<file path="src/core/msp_pkg.sv">
// Package of offsets, field positions and reset values for the media PCS register set
package msp_pkg;
    // ------------------------------------------------------------
    // Register indexes and address width
    // ------------------------------------------------------------
    localparam logic [7:0] IDX_TX_CRC      = 8'h16;
    localparam logic [7:0] IDX_PCS_CTRL    = 8'h17;
    localparam logic [7:0] IDX_PCS_STATUS  = 8'h18;
    localparam logic [7:0] IDX_ADV_ABILITY = 8'h19;
    localparam int         ADDR_W          = 10;
    // ------------------------------------------------------------
    // Field positions
    // ------------------------------------------------------------
    localparam int SEL_HI      = 15;
    localparam int SEL_LO      = 14;
    localparam int PDET_BIT    = 13;
    localparam int FORCE_BIT   = 11;
    localparam int POL_IN_BIT  = 6;
    localparam int POL_OUT_BIT = 5;
    localparam int ODD_BIT     = 4;
    localparam int HLS_BIT     = 2;
    localparam int FEFI_BIT    = 1;
    localparam int FEFI_VAL    = 0;
    localparam logic [1:0] SEL_MEDIA = 2'h0;
    localparam logic [1:0] SEL_MAC   = 2'h1;
    // ------------------------------------------------------------
    // Reset values and counter limit
    // ------------------------------------------------------------
    localparam logic [15:0] CTRL_RESET = 16'h0010;
    localparam logic [15:0] ADV_RESET  = 16'h0000;
    localparam logic [7:0]  CNT_MAX    = 8'hff;
endpackage : msp_pkg

</file>
<file path="src/core/msp_regs.sv">
// Media SerDes PCS management register set on an Avalon-MM slave
//
// Local design decision: register access over Avalon-MM.
`timescale 1ns/1ps
`default_nettype none
module msp_regs (
    input  wire logic        clk,
    input  wire logic        rst,
    input  wire logic [9:0]  avs_address,
    input  wire logic        avs_read,
    input  wire logic        avs_write,
    input  wire logic [31:0] avs_writedata,
    input  wire logic [3:0]  avs_byteenable,
    output logic [31:0]      avs_readdata,
    output logic             avs_waitrequest,
    output logic             avs_response_err,
    input  wire logic        media_tx_crc_err,
    input  wire logic        mac_tx_crc_err,
    input  wire logic        media_link_up,
    input  wire logic        cl37_an_enable,
    input  wire logic [15:0] internal_adv_word,
    input  wire logic [1:0]  remote_fault_sent,
    input  wire logic        sync_lost,
    input  wire logic        bad_code_group,
    input  wire logic        link_100_up,
    input  wire logic        link_10_up,
    input  wire logic        lp_an_restart,
    input  wire logic [1:0]  lp_remote_fault,
    input  wire logic [3:0]  lp_abilities,
    input  wire logic        lp_an_capable,
    input  wire logic        an_complete,
    input  wire logic        signal_detect,
    input  wire logic        serdes_rx_in,
    output logic             serdes_rx_data,
    input  wire logic        serdes_tx_data,
    output logic             serdes_tx_out,
    output logic [15:0]      adv_word_out,
    output logic             parallel_detect_en,
    output logic             inhibit_odd_start_delay,
    output logic             force_halt_line_state,
    output logic             override_far_end_fault,
    output logic             far_end_fault_override_value
);
    // ------------------------------------------------------------
    // Register state
    // ------------------------------------------------------------
    logic [1:0]  sel_q,   sel_d;
    logic [7:0]  media_cnt_q, media_cnt_d;
    logic [7:0]  mac_cnt_q,   mac_cnt_d;
    logic [15:0] ctrl_q,  ctrl_d;
    logic [15:0] adv_q,   adv_d;
    logic        sync_lost_q, sync_lost_d;
    logic        bad_cg_q,    bad_cg_d;
    logic [31:0] rdata_q, rdata_d;
    logic        ack_q,   ack_d;
    logic        err_q,   err_d;
    logic        sync_s1_q, sync_s2_q, sync_s3_q;
    logic        badcg_s1_q, badcg_s2_q, badcg_s3_q;
    logic [7:0]  index;
    logic        aligned;
    logic        hit;
    logic        req;
    logic        wr_ok;
    logic        rd_status;
    logic [15:0] status_word;
    logic [15:0] wmask;

    // ------------------------------------------------------------
    // Bus decode
    // ------------------------------------------------------------
    assign req       = (avs_read | avs_write) & ~ack_q;
    assign index     = avs_address[9:2];
    assign aligned   = (avs_address[1:0] == 2'h0);
    assign hit       = aligned & ((index == msp_pkg::IDX_TX_CRC) |
                                  (index == msp_pkg::IDX_PCS_CTRL) |
                                  (index == msp_pkg::IDX_PCS_STATUS) |
                                  (index == msp_pkg::IDX_ADV_ABILITY));
    assign wr_ok     = ack_q & avs_write & hit;
    assign rd_status = req & avs_read & aligned & (index == msp_pkg::IDX_PCS_STATUS);
    assign wmask     = {{8{avs_byteenable[1]}}, {8{avs_byteenable[0]}}};
    assign avs_waitrequest  = ~ack_q;
    assign avs_readdata     = rdata_q;
    assign avs_response_err = err_q;

    // ------------------------------------------------------------
    // Sync of link-side event levels (three stages)
    // ------------------------------------------------------------
    always_ff @(posedge clk or posedge rst) begin
        if (rst) begin
            sync_s1_q  <= 1'b0;
            sync_s2_q  <= 1'b0;
            sync_s3_q  <= 1'b0;
            badcg_s1_q <= 1'b0;
            badcg_s2_q <= 1'b0;
            badcg_s3_q <= 1'b0;
        end else begin
            sync_s1_q  <= sync_lost;
            sync_s2_q  <= sync_s1_q;
            sync_s3_q  <= sync_s2_q;
            badcg_s1_q <= bad_code_group;
            badcg_s2_q <= badcg_s1_q;
            badcg_s3_q <= badcg_s2_q;
        end
    end

    // ------------------------------------------------------------
    // Status word
    // ------------------------------------------------------------
    always_comb begin
        status_word      = 16'h0000;
        status_word[15]  = sync_lost_q;
        status_word[14]  = bad_cg_q;
        status_word[13]  = link_100_up;
        status_word[12]  = link_10_up;
        status_word[11]  = lp_an_restart;
        status_word[9:8] = lp_remote_fault;
        status_word[7:4] = lp_abilities;
        status_word[3]   = lp_an_capable;
        status_word[2]   = media_link_up;
        status_word[1]   = an_complete;
        status_word[0]   = signal_detect;
    end

    // ------------------------------------------------------------
    // Next-state logic
    // ------------------------------------------------------------
    always_comb begin
        sel_d       = sel_q;
        media_cnt_d = media_cnt_q;
        mac_cnt_d   = mac_cnt_q;
        ctrl_d      = ctrl_q;
        adv_d       = adv_q;
        sync_lost_d = sync_lost_q;
        bad_cg_d    = bad_cg_q;
        rdata_d     = 32'h0000_0000;
        ack_d       = req;
        err_d       = req & ~hit;
        // Counters run only with media link up; hold at full scale
        if (media_link_up && media_tx_crc_err && media_cnt_q != msp_pkg::CNT_MAX) begin
            media_cnt_d = media_cnt_q + 8'h01;
        end
        if (media_link_up && mac_tx_crc_err && mac_cnt_q != msp_pkg::CNT_MAX) begin
            mac_cnt_d = mac_cnt_q + 8'h01;
        end
        // Event flags: read clears, a new event in the same cycle wins
        if (rd_status) begin
            sync_lost_d = 1'b0;
            bad_cg_d    = 1'b0;
        end
        if (sync_s2_q && sync_s3_q) begin
            sync_lost_d = 1'b1;
        end
        if (badcg_s2_q && badcg_s3_q) begin
            bad_cg_d = 1'b1;
        end
        if (wr_ok) begin
            case (index)
                msp_pkg::IDX_TX_CRC: begin
                    if (avs_byteenable[1]) begin
                        sel_d = avs_writedata[msp_pkg::SEL_HI:msp_pkg::SEL_LO];
                    end
                end
                msp_pkg::IDX_PCS_CTRL: begin
                    ctrl_d = (ctrl_q & ~wmask) | (avs_writedata[15:0] & wmask);
                end
                msp_pkg::IDX_ADV_ABILITY: begin
                    if (ctrl_q[msp_pkg::FORCE_BIT]) begin
                        adv_d = (adv_q & ~wmask) | (avs_writedata[15:0] & wmask);
                    end
                end
                default: begin
                end
            endcase
        end
        if (req && avs_read && hit) begin
            case (index)
                msp_pkg::IDX_TX_CRC: begin
                    rdata_d[15:14] = sel_q;
                    case (sel_q)
                        msp_pkg::SEL_MEDIA: rdata_d[7:0] = media_cnt_q;
                        msp_pkg::SEL_MAC:   rdata_d[7:0] = mac_cnt_q;
                        default:            rdata_d[7:0] = 8'h00;
                    endcase
                end
                msp_pkg::IDX_PCS_CTRL: begin
                    rdata_d[15:0]  = ctrl_q;
                    rdata_d[15:14] = remote_fault_sent;
                end
                msp_pkg::IDX_PCS_STATUS: begin
                    rdata_d[15:0] = status_word;
                end
                default: begin
                    rdata_d[15:0] = adv_q;
                end
            endcase
        end
        // Reserved control bits stay zero
        ctrl_d[15:14] = 2'h0;
        ctrl_d[12]    = 1'b0;
        ctrl_d[10:7]  = 4'h0;
        ctrl_d[3]     = 1'b0;
    end

    // ------------------------------------------------------------
    // Registers
    // ------------------------------------------------------------
    always_ff @(posedge clk or posedge rst) begin
        if (rst) begin
            sel_q       <= msp_pkg::SEL_MEDIA;
            media_cnt_q <= 8'h00;
            mac_cnt_q   <= 8'h00;
            ctrl_q      <= msp_pkg::CTRL_RESET;
            adv_q       <= msp_pkg::ADV_RESET;
            sync_lost_q <= 1'b0;
            bad_cg_q    <= 1'b0;
            rdata_q     <= 32'h0000_0000;
            ack_q       <= 1'b0;
            err_q       <= 1'b0;
        end else begin
            sel_q       <= sel_d;
            media_cnt_q <= media_cnt_d;
            mac_cnt_q   <= mac_cnt_d;
            ctrl_q      <= ctrl_d;
            adv_q       <= adv_d;
            sync_lost_q <= sync_lost_d;
            bad_cg_q    <= bad_cg_d;
            rdata_q     <= rdata_d;
            ack_q       <= ack_d;
            err_q       <= err_d;
        end
    end

    // ------------------------------------------------------------
    // Datapath controls
    // ------------------------------------------------------------
    assign serdes_rx_data = serdes_rx_in ^ ctrl_q[msp_pkg::POL_IN_BIT];
    assign serdes_tx_out  = serdes_tx_data ^ ctrl_q[msp_pkg::POL_OUT_BIT];
    assign adv_word_out   = ctrl_q[msp_pkg::FORCE_BIT] ? adv_q : internal_adv_word;
    assign parallel_detect_en = ctrl_q[msp_pkg::PDET_BIT] & cl37_an_enable;
    assign inhibit_odd_start_delay      = ctrl_q[msp_pkg::ODD_BIT];
    assign force_halt_line_state        = ctrl_q[msp_pkg::HLS_BIT];
    assign override_far_end_fault       = ctrl_q[msp_pkg::FEFI_BIT];
    assign far_end_fault_override_value = ctrl_q[msp_pkg::FEFI_VAL];

    // ------------------------------------------------------------
    // Checks
    // ------------------------------------------------------------
    a_cnt_saturate: assert property (@(posedge clk) disable iff (rst)
        media_cnt_q == msp_pkg::CNT_MAX |=> media_cnt_q == msp_pkg::CNT_MAX)
        else $error("media counter left saturation");
    a_cnt_link_gate: assert property (@(posedge clk) disable iff (rst)
        !media_link_up |=> $stable(media_cnt_q) && $stable(mac_cnt_q))
        else $error("counter moved while link down");
    a_cnt_step: assert property (@(posedge clk) disable iff (rst)
        media_link_up && media_tx_crc_err && media_cnt_q < msp_pkg::CNT_MAX
        |=> media_cnt_q == $past(media_cnt_q) + 8'h01)
        else $error("counter failed to advance");
    a_adv_locked: assert property (@(posedge clk) disable iff (rst)
        !ctrl_q[msp_pkg::FORCE_BIT] |=> $stable(adv_q))
        else $error("advertised word written without force");
    a_adv_select: assert property (@(posedge clk) disable iff (rst)
        ctrl_q[msp_pkg::FORCE_BIT] |-> adv_word_out == adv_q)
        else $error("forced word not advertised");
    a_pdet_gate: assert property (@(posedge clk) disable iff (rst)
        !cl37_an_enable |-> !parallel_detect_en)
        else $error("parallel detect active without negotiation");
    a_sync_sticky: assert property (@(posedge clk) disable iff (rst)
        sync_s2_q && sync_s3_q |=> sync_lost_q)
        else $error("sync loss not captured");
    a_flag_hold: assert property (@(posedge clk) disable iff (rst)
        sync_lost_q && !rd_status |=> sync_lost_q)
        else $error("sync flag cleared without read");
    a_flag_clear: assert property (@(posedge clk) disable iff (rst)
        rd_status && !(sync_s2_q && sync_s3_q) |=> !sync_lost_q)
        else $error("sync flag survived read");
    a_bus_ack: assert property (@(posedge clk) disable iff (rst)
        (avs_read || avs_write) && avs_waitrequest |=> !avs_waitrequest)
        else $error("request not answered in one cycle");

    // ------------------------------------------------------------
    // Checks on counters and control
    // ------------------------------------------------------------
    a_mac_step: assert property (@(posedge clk) disable iff (rst)
        media_link_up && mac_tx_crc_err && mac_cnt_q < msp_pkg::CNT_MAX
        |=> mac_cnt_q == $past(mac_cnt_q) + 8'h01)
        else $error("MAC counter failed to advance");
    a_media_hold: assert property (@(posedge clk) disable iff (rst)
        !media_tx_crc_err |=> $stable(media_cnt_q))
        else $error("media counter moved without error pulse");
    a_mac_hold: assert property (@(posedge clk) disable iff (rst)
        !mac_tx_crc_err |=> $stable(mac_cnt_q))
        else $error("MAC counter moved without error pulse");
    a_sel_write: assert property (@(posedge clk) disable iff (rst)
        wr_ok && index == msp_pkg::IDX_TX_CRC && avs_byteenable[1]
        |=> sel_q == $past(avs_writedata[msp_pkg::SEL_HI:msp_pkg::SEL_LO]))
        else $error("counter select not written");
    a_read_media: assert property (@(posedge clk) disable iff (rst)
        req && avs_read && aligned && index == msp_pkg::IDX_TX_CRC && sel_q == msp_pkg::SEL_MEDIA
        |=> avs_readdata[7:0] == $past(media_cnt_q))
        else $error("media count not selected");
    a_read_mac: assert property (@(posedge clk) disable iff (rst)
        req && avs_read && aligned && index == msp_pkg::IDX_TX_CRC && sel_q == msp_pkg::SEL_MAC
        |=> avs_readdata[7:0] == $past(mac_cnt_q))
        else $error("MAC count not selected");
    a_read_rsvd: assert property (@(posedge clk) disable iff (rst)
        req && avs_read && aligned && index == msp_pkg::IDX_TX_CRC && sel_q[1]
        |=> avs_readdata[7:0] == 8'h00)
        else $error("reserved select returned a count");
    a_rf_sent: assert property (@(posedge clk) disable iff (rst)
        req && avs_read && aligned && index == msp_pkg::IDX_PCS_CTRL
        |=> avs_readdata[15:14] == $past(remote_fault_sent))
        else $error("sent remote fault not reported");
    a_pol_in: assert property (@(posedge clk) disable iff (rst)
        serdes_rx_data == (ctrl_q[msp_pkg::POL_IN_BIT] ? !serdes_rx_in : serdes_rx_in))
        else $error("receive polarity wrong");
    a_pol_out: assert property (@(posedge clk) disable iff (rst)
        serdes_tx_out == (ctrl_q[msp_pkg::POL_OUT_BIT] ? !serdes_tx_data : serdes_tx_data))
        else $error("transmit polarity wrong");
    a_halt_force: assert property (@(posedge clk) disable iff (rst)
        wr_ok && index == msp_pkg::IDX_PCS_CTRL && avs_byteenable[0]
        |=> force_halt_line_state == $past(avs_writedata[msp_pkg::HLS_BIT]))
        else $error("halt line state control not applied");
    a_fefi_force: assert property (@(posedge clk) disable iff (rst)
        wr_ok && index == msp_pkg::IDX_PCS_CTRL && avs_byteenable[0]
        |=> {override_far_end_fault, far_end_fault_override_value}
            == $past(avs_writedata[msp_pkg::FEFI_BIT:msp_pkg::FEFI_VAL]))
        else $error("far-end fault override not applied");
    a_odd_start: assert property (@(posedge clk) disable iff (rst)
        wr_ok && index == msp_pkg::IDX_PCS_CTRL && avs_byteenable[0]
        |=> inhibit_odd_start_delay == $past(avs_writedata[msp_pkg::ODD_BIT]))
        else $error("odd-start control not applied");
    a_pdet_follow: assert property (@(posedge clk) disable iff (rst)
        cl37_an_enable |-> parallel_detect_en == ctrl_q[msp_pkg::PDET_BIT])
        else $error("parallel detect ignores its control bit");

    // ------------------------------------------------------------
    // Checks on status readout
    // ------------------------------------------------------------
    a_stat_low: assert property (@(posedge clk) disable iff (rst)
        rd_status |=> avs_readdata[3:0]
            == $past({lp_an_capable, media_link_up, an_complete, signal_detect}))
        else $error("low status bits wrong");
    a_stat_lp: assert property (@(posedge clk) disable iff (rst)
        rd_status |=> avs_readdata[7:4] == $past(lp_abilities))
        else $error("partner ability bits wrong");
    a_stat_rf: assert property (@(posedge clk) disable iff (rst)
        rd_status |=> avs_readdata[9:8] == $past(lp_remote_fault))
        else $error("received remote fault wrong");
    a_stat_link: assert property (@(posedge clk) disable iff (rst)
        rd_status |=> avs_readdata[13:11] == $past({link_100_up, link_10_up, lp_an_restart}))
        else $error("link or restart bits wrong");
    a_stat_flags: assert property (@(posedge clk) disable iff (rst)
        rd_status |=> avs_readdata[15:14] == $past({sync_lost_q, bad_cg_q}))
        else $error("event flags not reported");
    a_badcg_sticky: assert property (@(posedge clk) disable iff (rst)
        badcg_s2_q && badcg_s3_q |=> bad_cg_q)
        else $error("bad code-group not captured");
    a_badcg_clear: assert property (@(posedge clk) disable iff (rst)
        rd_status && !(badcg_s2_q && badcg_s3_q) |=> !bad_cg_q)
        else $error("bad code-group flag survived read");

    // ------------------------------------------------------------
    // Checks on bus answers
    // ------------------------------------------------------------
    a_bus_err: assert property (@(posedge clk) disable iff (rst)
        req && !hit |=> avs_response_err && avs_readdata == 32'h0000_0000)
        else $error("unmapped access not refused");
    a_bus_stand: assert property (@(posedge clk) disable iff (rst)
        !avs_waitrequest |=> avs_waitrequest)
        else $error("answer stood longer than one cycle");
endmodule : msp_regs
`default_nettype wire

</file>
<file path="config.mk">
export PLATFORM = sky130hd
export DESIGN_NAME = msp_regs
export DESIGN_NICKNAME = d
export VERILOG_FILES = /design/src/core/msp_pkg.sv /design/src/core/msp_regs.sv
export SDC_FILE = /design/constraint.sdc
export NUM_CORES = 1
export LEC_CHECK = 0
export BUFFER_PORTS_ARGS = -buffer_cell sky130_fd_sc_hd__buf_4
export CAP_MARGIN = 10
export CELL_PAD_IN_SITES_DETAIL_PLACEMENT = 0
export CELL_PAD_IN_SITES_GLOBAL_PLACEMENT = 1
export CORE_ASPECT_RATIO = 1.5
export CORE_UTILIZATION = 40
export CTS_BUF_LIST = sky130_fd_sc_hd__clkbuf_4
export DETAILED_ROUTE_END_ITERATION = 8
export PLACE_DENSITY_LB_ADDON = 0.1
export SYNTH_ARGS = -nofsm -noshare
export SYNTH_HDL_FRONTEND = slang
export SYNTH_SLANG_ARGS = --single-unit
</file>
<file path="constraint.sdc">
create_clock -name clk -period 3.05 [get_ports clk]
set_input_delay 0.305 -clock clk [delete_from_list [all_inputs] [get_ports clk]]
set_output_delay 0.305 -clock clk [all_outputs]
set_load 0.01 [all_outputs]
</file>
==> flow_summary.ini, run 1 <==
[layout]
stdcell_count = 503
layout.nets = 483
diodes = 0
area_growth_pct = 31.40
drive_above_1_share_pct = 48.99
fin_util_pct = 54.52
seq_area_um2 = 1703
fin_area_um2 = 4393
multi_input_area_um2 = 1520
fill_cells = 736

[clock_network]
clk_path_buf_depth = 2
cts_tree = yes
cts-buffers-inserted = 9
cts-resized-gates = 0
clockRootBuffer = clkbuf_4
clkTransAtPathRegs_ns = 0.13
cts.htree.levels = 3
clock-sinks = 68
clock_latency_ns = 0.43

[timing]
setup_tns_ns = 0
timing.final.ws_setup_ns = 1.130
relSlewSlack_pct = 55.87
setup_viol = 0
worst_pin_slew_ns = 0.6609
hold_slack_ns = 0.09496
maxSlewViolCount = 0
period_share_pct = 62.95
hold_viol = 0
period_needed_ns = 1.920
fin_skew_ns = 0.01791
grt_setup_unrepaired = no
max_freq_mhz = 520.8

[place]
place_ws_ns = 0.8600
place_area_um2 = 4253
dp_hpwl_mm = 6.075
portBuffers = 110
gp_congestion = 0.7825
dp_cells = 484

[floorplanning]
core_um2 = 8058
dieWidth_um = 76.65
fp.dieH_um = 114.0
num_rows = 40
start_util_pct = 41.49
dieArea_um2 = 8735
ios = 145

[worst_setup_path]
critPathLaunchType = flip-flop
critical_path_class = flip-flop to flip-flop
crit_path_end_kind = flip-flop
path_max_fanout = 8
crit_required_ns = 3.36
arrival_ns = 2.23
reg2reg_slack_ns = 1.13

[routing]
viasPerCell = 5.155
first_pass_iters = 6
drt_drc_violations_left = 0
wl_per_cell_um = 16.50
finalWirelength_mm = 8.297
ant_nets = 0
drt-initial-drc-count = 121
num_vias = 2593

[hold_path]
hp-class = input pin to flip-flop

[logic_synthesis]
synth_seq_cells = 68
netlist_area_um2 = 3343
synth_edf_count = 0
ys_warn_count = 0
ys.flop_type = dfrtp_1
ys_types = 46
netlist_instances = 272
ys_seq_area_share_pct = 50.94
avgSynthCellArea_um2 = 12.29
async_reset_ff_share_pct = 100.0

[global_routing]
gr-total-overflow = 0
use_met3_pct = 4.000
grt_pass1_wl_mm = 13.32
grt_use_met2_pct = 37.42
antenna_found_initial = 0
use_met1_pct = 23.12
grt_pass1_vias = 2593
grt_usage_pct = 20.35
busiest_layer = met2
grt_max_degree = 69

[power_and_ir_drop]
power_density_nw_per_um2 = 441.1
p_leak_nw = 2.132
ir_worst_vdd_mv = 0.2614
power.total_mw = 1.938

[flow_run]
max-cap-violations = 0

[outcome]
status = finished, final reports clean
-- cell type report --
type	instances	share of cell area (%)
clock buffer	9	1.538
clock inverter	7	0.9684
inverter	4	0.3418
multi-input combinational	191	34.61
sequential	68	38.76
tap	105	2.991
timing repair buffer	119	20.79
-- per-layer routing --
metal	wire length, µm	part of all wire, %
met1	3160	38
met2	4694	57
met3	321	3.9
met4	121	1.5
met5	0	0
-- power by group --
group | total, mW | switching, mW | internal [mW]
logic | 0.350 | 0.152 | 0.198
registers | 1.09 | 0.103 | 0.982
clock network | 0.502 | 0.340 | 0.163
total | 1.94 | 0.595 | 1.34
-- cells by family (layout without fill, tap and decap cells) --
logic type	Yosys count	after routing	synth area share, %
compound gates	34	34	9.057
mux	54	54	18.11
simple gates	70	70	11.83
flops	68	68	50.94
fa+ha+maj	2	2	0.7484
xor+xnor	15	15	3.930
buf+inv	28	139	5.277
other cells	1	16	0.1122
-- final timing paths --
kind / startpoint / depth (start not counted) / to
min reg2reg: sync_s1_q / 0 / sync_s2_q
min: avs_writedata[7] / 2 / flip-flop
min in group asynchronous: rst / 4 / avs_readdata[7]
max in group asynchronous: rst / 4 / asynchronous set/reset pin
max reg2reg: media_cnt_q[0] / 4 / media_cnt_q[1]
max: media_cnt_q[0] / 4 / media_cnt_q[1]
-- what timing repair did --
item	4_1_cts	5_1_grt
hold buffers	3	0
buffers inserted	0	0
hold endpoints to repair	69	0
-- Yosys cell counts, types with 2 or more instances --
| master | count | area (µm²) |
|---|---|---|
| buf_4 | 16 | 120.1 |
| mux2i_1 | 2 | 20.02 |
| clkbuf_1 | 4 | 15.01 |
| nand3_1 | 5 | 25.02 |
| nand2_1 | 17 | 63.81 |
| xor2_1 | 9 | 78.83 |
| nand4_1 | 3 | 18.77 |
| a222oi_1 | 2 | 20.02 |
| o2bb2ai_1 | 2 | 17.52 |
| mux2_2 | 52 | 585.6 |
| and2_1 | 2 | 12.51 |
| nor2_1 | 21 | 78.83 |
| dfrtp_1 | 67 | 1677 |
| inv_1 | 4 | 15.01 |
| buf_2 | 3 | 15.01 |
| a22o_1 | 8 | 70.07 |
| nand2_2 | 2 | 12.51 |
| a221oi_1 | 4 | 35.03 |
| ha_1 | 2 | 25.02 |
| a22oi_1 | 9 | 67.56 |
| xnor2_1 | 6 | 52.55 |
| nor3_1 | 5 | 25.02 |
| o41ai_1 | 2 | 17.52 |
| and4_1 | 2 | 17.52 |
| a31oi_1 | 2 | 12.51 |
-- placed cells by master (no fill, tap or decap), drive strengths merged, types with 5 or more instances in the layout --
master	n
xnor2	6
inv	5
nor2	21
buf	116
conb	16
nand2	19
dfrtp	67
a22o	8
clkbuf	9
a22oi	9
xor2	9
nor3	6
nand3	5
mux2	52
-- worst max-delay path, cell delays in order, from the launching register on --
cell,delay [ns]
dfrtp_1,0.42
ha_1,0.19
nand3_1,0.14
o311ai_2,0.66
mux2_2,0.41
(Power assumes the default switching activity.)
==> inputs of run 2 (changes only) <==
--- a/config.mk
+++ b/config.mk
@@ -5,12 +5,13 @@
 export SDC_FILE = /design/constraint.sdc
 export NUM_CORES = 1
 export LEC_CHECK = 0
+export ABC_AREA = 1
 export BUFFER_PORTS_ARGS = -buffer_cell sky130_fd_sc_hd__buf_4
 export CAP_MARGIN = 10
 export CELL_PAD_IN_SITES_DETAIL_PLACEMENT = 0
 export CELL_PAD_IN_SITES_GLOBAL_PLACEMENT = 1
 export CORE_ASPECT_RATIO = 1.5
-export CORE_UTILIZATION = 40
+export CORE_UTILIZATION = 32
 export CTS_BUF_LIST = sky130_fd_sc_hd__clkbuf_4
 export DETAILED_ROUTE_END_ITERATION = 8
 export PLACE_DENSITY_LB_ADDON = 0.1
==> constraint.sdc (replaced) <==
create_clock -name clk -period 1.6 [get_ports clk]
set_input_delay 0.16 -clock clk [delete_from_list [all_inputs] [get_ports clk]]
set_output_delay 0.16 -clock clk [all_outputs]
set_load 0.01 [all_outputs]
==> run 2 against run 1 <==
Routed wire length grew 31%. Die area grew 38%. Via count grew 35%. Combinational power grew 140%. Hold slack lost 0.053 ns. First-iteration DRC count grew 1.7%. Global-route usage shrank 1.6 points. Utilization shrank 7.7 points. Largest power group unchanged. Highest routed layer unchanged.
==> flow_summary.ini, run 2 <==
[clock_network]
cts-buffers-inserted = 9
clock_latency_ns = 0.42
clk_path_buf_depth = 2
cts.htree.levels = 3
clock-sinks = 68
cts_tree = yes
clkTransAtPathRegs_ns = 0.11
clockRootBuffer = clkbuf_4

[logic_synthesis]
synth_most_common_cell = nand2_1
avgSynthCellArea_um2 = 8.021
synth_top_cell_area_share_pct = 45.15
synthTopCellsByCount = 128 x nand2_1, 67 x dfrtp_1, 52 x inv_1
synthTopCellsByArea = dfrtp_1 45%, nand2_1 13%, inv_1 5.3%, nand3_1 4.4%, nor2_1 3.6%
async_reset_ff_share_pct = 100.0
synth_edf_count = 0
ys_types = 40
netlist_area_um2 = 3714
netlist.top_cell.by_area = dfrtp_1
netlist_instances = 463
ys_warn_count = 0
ys_seq_area_share_pct = 45.86
synth_seq_cells = 68
ys.flop_type = dfrtp_1

[power_and_ir_drop]
sw_frac_of_total_pct = 30.49
ir_worst_vdd_mv = 0.4024
seqPwrFrac_pct = 50.8
p_leak_nw = 2.748
clkPwrFrac_pct = 27.8
pwr-share-comb_pct = 21.3
p_int_mw = 2.745
p_sw_mw = 1.204
power_density_nw_per_um2 = 754.5

[timing]
max_freq_mhz = 658.6
fin_skew_ns = 0.01227
setup_tns_ns = 0
grt_setup_unrepaired = yes
setup_viol = 0
timing.final.ws_setup_ns = 0.08152
hold_viol = 0
maxSlewViolCount = 0
hold_slack_ns = 0.04186
period_needed_ns = 1.518
period_share_pct = 94.90

[hold_path]
hp-class = input pin to flip-flop
holdPathEnd = ack_q
min_from = avs_write
hold_depth = 3

[worst_setup_path]
crit_path_end_kind = output port
r2r-start = media_cnt_q[1]
path_buf_inv = 3
critical_path_class = flip-flop to output port
reg2reg_slack_ns = 0.16
arrival_ns = 1.36
critPathSlowestCell = dfrtp_2
crit_family = flip-flops
reg2reg_depth = 8
path_max_fanout = 11
critPathLaunchType = flip-flop
crit_required_ns = 1.44
reg2reg_to = media_cnt_q[2]
path_cells = inv_4 -> buf_8 -> nand2_1 -> o21ai_0 -> buf_4
critPathMaxStageDelay_ns = 0.44

[floorplanning]
core_um2 = 11170
ios = 145
dieWidth_um = 89.96
dieArea_um2 = 12050
fp.dieH_um = 133.9
num_rows = 47
start_util_pct = 33.24

[routing]
finalWirelength_mm = 10.88
drt_drc_violations_left = 0
wl_per_cell_um = 14.00
num_vias = 3498
viasPerCell = 4.502
first_pass_iters = 4
ant_nets = 0
drt-initial-drc-count = 123

[global_routing]
grt_max_degree = 41
grt_usage_pct = 18.78
gr-total-overflow = 0
grt_pass1_wl_mm = 17.36
antenna_found_initial = 1
grt_pass1_vias = 3579

[layout]
final_cell_mix = 133 x buf_4, 128 x nand2_1, 66 x dfrtp_1
fin_util_pct = 46.84
final_common_cell = buf_4
area_growth_pct = 40.94
drive_above_1_share_pct = 29.09
fill_cells = 1162
layout.nets = 715

[place]
portBuffers = 110
gp_congestion = 0.7964
place_ws_ns = 0.06737
dp_hpwl_mm = 8.299

[outcome]
status = finished, final reports clean

[flow_run]
max-cap-violations = 0
==> run 2: worst max-delay path by stage <==
stage | startpoint | end | slack, ns | cells past startpoint
after floorplan | media_cnt_q[1] | media_cnt_q[2] | 0.12 | 9
after global placement | avs_address[4] | sel_q[1] | 0.08 | 10
after detailed placement | avs_address[5] | avs_readdata[4] | 0.07 | 10
after CTS | flip-flop | adv_word_out[4] | 0.004 | 5
after global routing | flip-flop | adv_word_out[4] | -0.01 | 5
final | flip-flop | adv_word_out[5] | 0.08 | 5
==> run 2: layout make-up <==
type	instances	area, µm²	share of cell area [%]
Sequential cell	68	1704	32.56
Timing Repair Buffer	162	1330	25.41
Inverter	60	234.0	4.470
Clock buffer	11	82.58	1.578
Clock inverter	4	41.29	0.7889
Tap cell	147	183.9	3.514
Antenna cell	1	2.502	0.04781
Multi-Input combinational cell	324	1655	31.63
==> run 2: cells by family (layout without fill, tap and decap cells) <==
group | Yosys count | in the layout | share of synthesized area (%)
and+or+nand+nor | 232 | 232 | 28.74
buffers and inverters | 86 | 237 | 11.46
DFF | 68 | 68 | 45.86
AOI/OAI and AO/OA | 60 | 60 | 9.872
xor gates and xnor gates | 14 | 14 | 3.302
adders and majority gates | 2 | 2 | 0.6737
other | 1 | 17 | 0.1010
==> run 2: per-layer routing <==
| metal | vias to the layer above | part of all wire (%) | track usage [%] |
|---|---|---|---|
| li1 | 1766 | - | - |
| met1 | 1629 | 39 | 19.99 |
| met4 | 0 | 1.5 | 6.541 |
| met5 | - | 0 | 0 |
| met3 | 10 | 4.8 | 3.968 |
| met2 | 93 | 54 | 36.28 |
==> run 2: repair_timing <==
item,CTS,global route
buffers inserted,1,1
setup endpoints to repair,16,21
hold buffers,24,0
hold endpoints to repair,100,0
cloned,0,1
resized for setup,2,9
==> run 2: tightest hold or removal path, stage by stage <==
cell	delay [ns]
buf_4	0.08
o21ai_0	0.12
inv_1	0.07
==> run 2: per-stage QoR <==
stage | instance area [µm²] | total power [mW] | std cells
global route | 5234 | 4.196 | 777
floorplan | 3774 | 2.513 | 478
detailed placement | 4798 | 2.830 | 734
CTS | 5175 | 3.989 | 774
finish | 5234 | 3.949 | 777
global placement | 4798 | 2.810 | 734
==> run 2: power by group through the flow <==
stage | registers, mW | logic [mW] | clock network, mW
after global placement | 2.04 | 0.773 | 0
after detailed placement | 2.04 | 0.786 | 0
after floorplan | 2.03 | 0.487 | 0
after global routing | 2.03 | 0.952 | 1.21
final | 2.01 | 0.842 | 1.10
after CTS | 2.01 | 0.840 | 1.14
==> inputs of run 3 (changes only) <==
--- a/config.mk
+++ b/config.mk
@@ -11,10 +11,12 @@
 export CELL_PAD_IN_SITES_DETAIL_PLACEMENT = 0
 export CELL_PAD_IN_SITES_GLOBAL_PLACEMENT = 1
 export CORE_ASPECT_RATIO = 1.5
+export CORE_MARGIN = 1.5
 export CORE_UTILIZATION = 32
 export CTS_BUF_LIST = sky130_fd_sc_hd__clkbuf_4
 export DETAILED_ROUTE_END_ITERATION = 8
 export PLACE_DENSITY_LB_ADDON = 0.1
+export SETUP_SLACK_MARGIN = 0.4
 export SYNTH_ARGS = -nofsm -noshare
 export SYNTH_HDL_FRONTEND = slang
 export SYNTH_SLANG_ARGS = --single-unit
==> run 3 against run 2 <==
Clock-buffer cell count down 2. Die area up 1.9%. Sequential power about the same. Utilization up 8.9 points. Cell area up 21%. Largest power group unchanged. Critical endpoint is now adv_word_out[15]. Largest cell class is now multi-input gates. Highest routed layer unchanged. Flip-flop and latch count unchanged. Sequential share of layout area down 5.7 points. Combinational power up 72%. Non-clock buffer count up 28.
==> flow_summary.ini, run 3 (synthesized netlist as in run 2, its figures left out) <==
[worst_setup_path]
path_max_fanout = 8
path_buf_inv = 3
critPathSlowestCell = dfrtp_2
critPathLaunchType = flip-flop
crit_path_end_kind = output port
critPathMaxStageDelay_ns = 0.42
critical_path_class = flip-flop to output port
cp_num_cells = 5
path_cells = clkinv_4 -> buf_16 -> nand2_1 -> o21ai_2 -> buf_4
reg2reg_depth = 6
crit_required_ns = 1.44
arrival_ns = 1.40
crit_family = buffers and inverters

[routing]
num_vias = 3834
drt_drc_violations_left = 0
finalWirelength_mm = 12.89
viasPerCell = 4.722
ant_nets = 0
drt-initial-drc-count = 136
first_pass_iters = 4
wl_per_cell_um = 15.88

[timing]
grt_setup_unrepaired = yes
fin_skew_ns = 0.009944
period_share_pct = 97.67
setup_viol = 0
max_freq_mhz = 639.9
hold_viol = 0
maxSlewViolCount = 0
period_needed_ns = 1.563
hold_slack_ns = 0.03268

[clock_network]
clkTransAtPathRegs_ns = 0.12
cts-buffers-inserted = 9
clock_latency_ns = 0.44
clk_path_buf_depth = 2
cts_tree = yes
clockRootBuffer = clkbuf_4
cts.htree.levels = 3
clock-sinks = 68

[global_routing]
grt_pass1_wl_mm = 18.33
grt_usage_pct = 19.60
grt_pass1_vias = 3597
grt_max_degree = 69
antenna_found_initial = 1
gr-total-overflow = 0

[layout]
final_cell_mix = 133 x buf_4, 92 x nand2_1, 63 x dfrtp_1
area_growth_pct = 71.23
layout.nets = 746
stdcell_count = 812
drive_above_1_share_pct = 49.77
fin_util_pct = 55.72
final_common_cell = buf_4
fin_area_um2 = 6359

[floorplanning]
core_um2 = 11410
start_util_pct = 32.54
num_rows = 48
fp.dieH_um = 134.9
ios = 145
dieWidth_um = 90.96
dieArea_um2 = 12270

[place]
place_area_um2 = 4795
dp_cells = 728
gp_congestion = 0.7634
dp_hpwl_mm = 8.198
portBuffers = 110

[outcome]
status = finished, final reports clean

[power_and_ir_drop]
pwr-share-comb_pct = 31.3
p_int_mw = 3.039
clkPwrFrac_pct = 25.0
power_density_nw_per_um2 = 727.7
seqPwrFrac_pct = 43.8
p_sw_mw = 1.588
sw_frac_of_total_pct = 34.33
power.total_mw = 4.627
p_leak_nw = 3.062
ir_worst_vdd_mv = 0.4427

[hold_path]
hp-class = input pin to flip-flop
hold_depth = 3

[flow_run]
max-cap-violations = 0
run 3: what timing repair did:
item	in CTS	in global routing
cloned	3	5
buffers inserted	19	13
gates resized for setup	53	152
setup endpoints to repair	81	82
endpoints found under the hold margin	103	0
pin swaps	20	72
hold buffers	27	0
run 3: final timing paths:
check / startpoint / end / slack, ns
worst max-delay path: flip-flop / adv_word_out[15] / 0.04
worst min-delay path: lp_an_capable / avs_readdata[3] / 0.03
worst max register to register: media_cnt_q[5] / media_cnt_q[0] / 0.21
worst min register to register: badcg_s1_q / badcg_s2_q / 0.36
max in group asynchronous: rst / asynchronous set/reset pin / 0.88
min in group asynchronous: rst / badcg_s1_q / 0.36
run 3: final cells by class:
cell class | count | area (µm²)
fill | 1087 | 5052
timing repair inverter | 1 | 8.758
antenna | 1 | 2.502
timing repair buffer | 190 | 1733
clock inverter | 7 | 67.56
inverter | 60 | 301.5
sequential | 68 | 1708
multi-input combinational | 326 | 2282
tap | 150 | 187.7
clock buffer | 9 | 67.56
run 3: through the flow:
stage / setup TNS (ns) / setup slack, ns
after global placement: 0 / 0.08899
after CTS: 0 / 0.02808
final: 0 / 0.03728
after floorplan: 0 / 0.1565
after detailed placement: 0 / 0.03650
after global routing: -0.05880 / -0.02657
run 3: power by group through the flow:
| stage | Clock [mW] | Combinational [mW] | Sequential, mW |
|---|---|---|---|
| after floorplan | 0 | 0.524 | 2.03 |
| after global placement | 0 | 0.791 | 2.05 |
| after detailed placement | 0 | 0.809 | 2.06 |
| after CTS | 1.18 | 1.07 | 2.01 |
| after global routing | 1.24 | 1.57 | 2.05 |
| final | 1.15 | 1.45 | 2.03 |
run 3: worst register-to-register path: stages (launching register included):
cell	delay (ns)
dfrtp_1	0.40
inv_2	0.08
nor4_4	0.31
nand3_2	0.13
nand2_4	0.16
buf_6	0.12
xor2_1	0.13
run 3: layer usage:
| metal | vias up | part of all wire [%] | track usage, % |
|---|---|---|---|
| li1 | 1838 | - | - |
| met1 | 1882 | 39 | 23.40 |
| met2 | 97 | 55 | 34.66 |
| met3 | 17 | 3.5 | 3.322 |
| met4 | 0 | 2.6 | 7.986 |
| met5 | - | 0 | 0 |
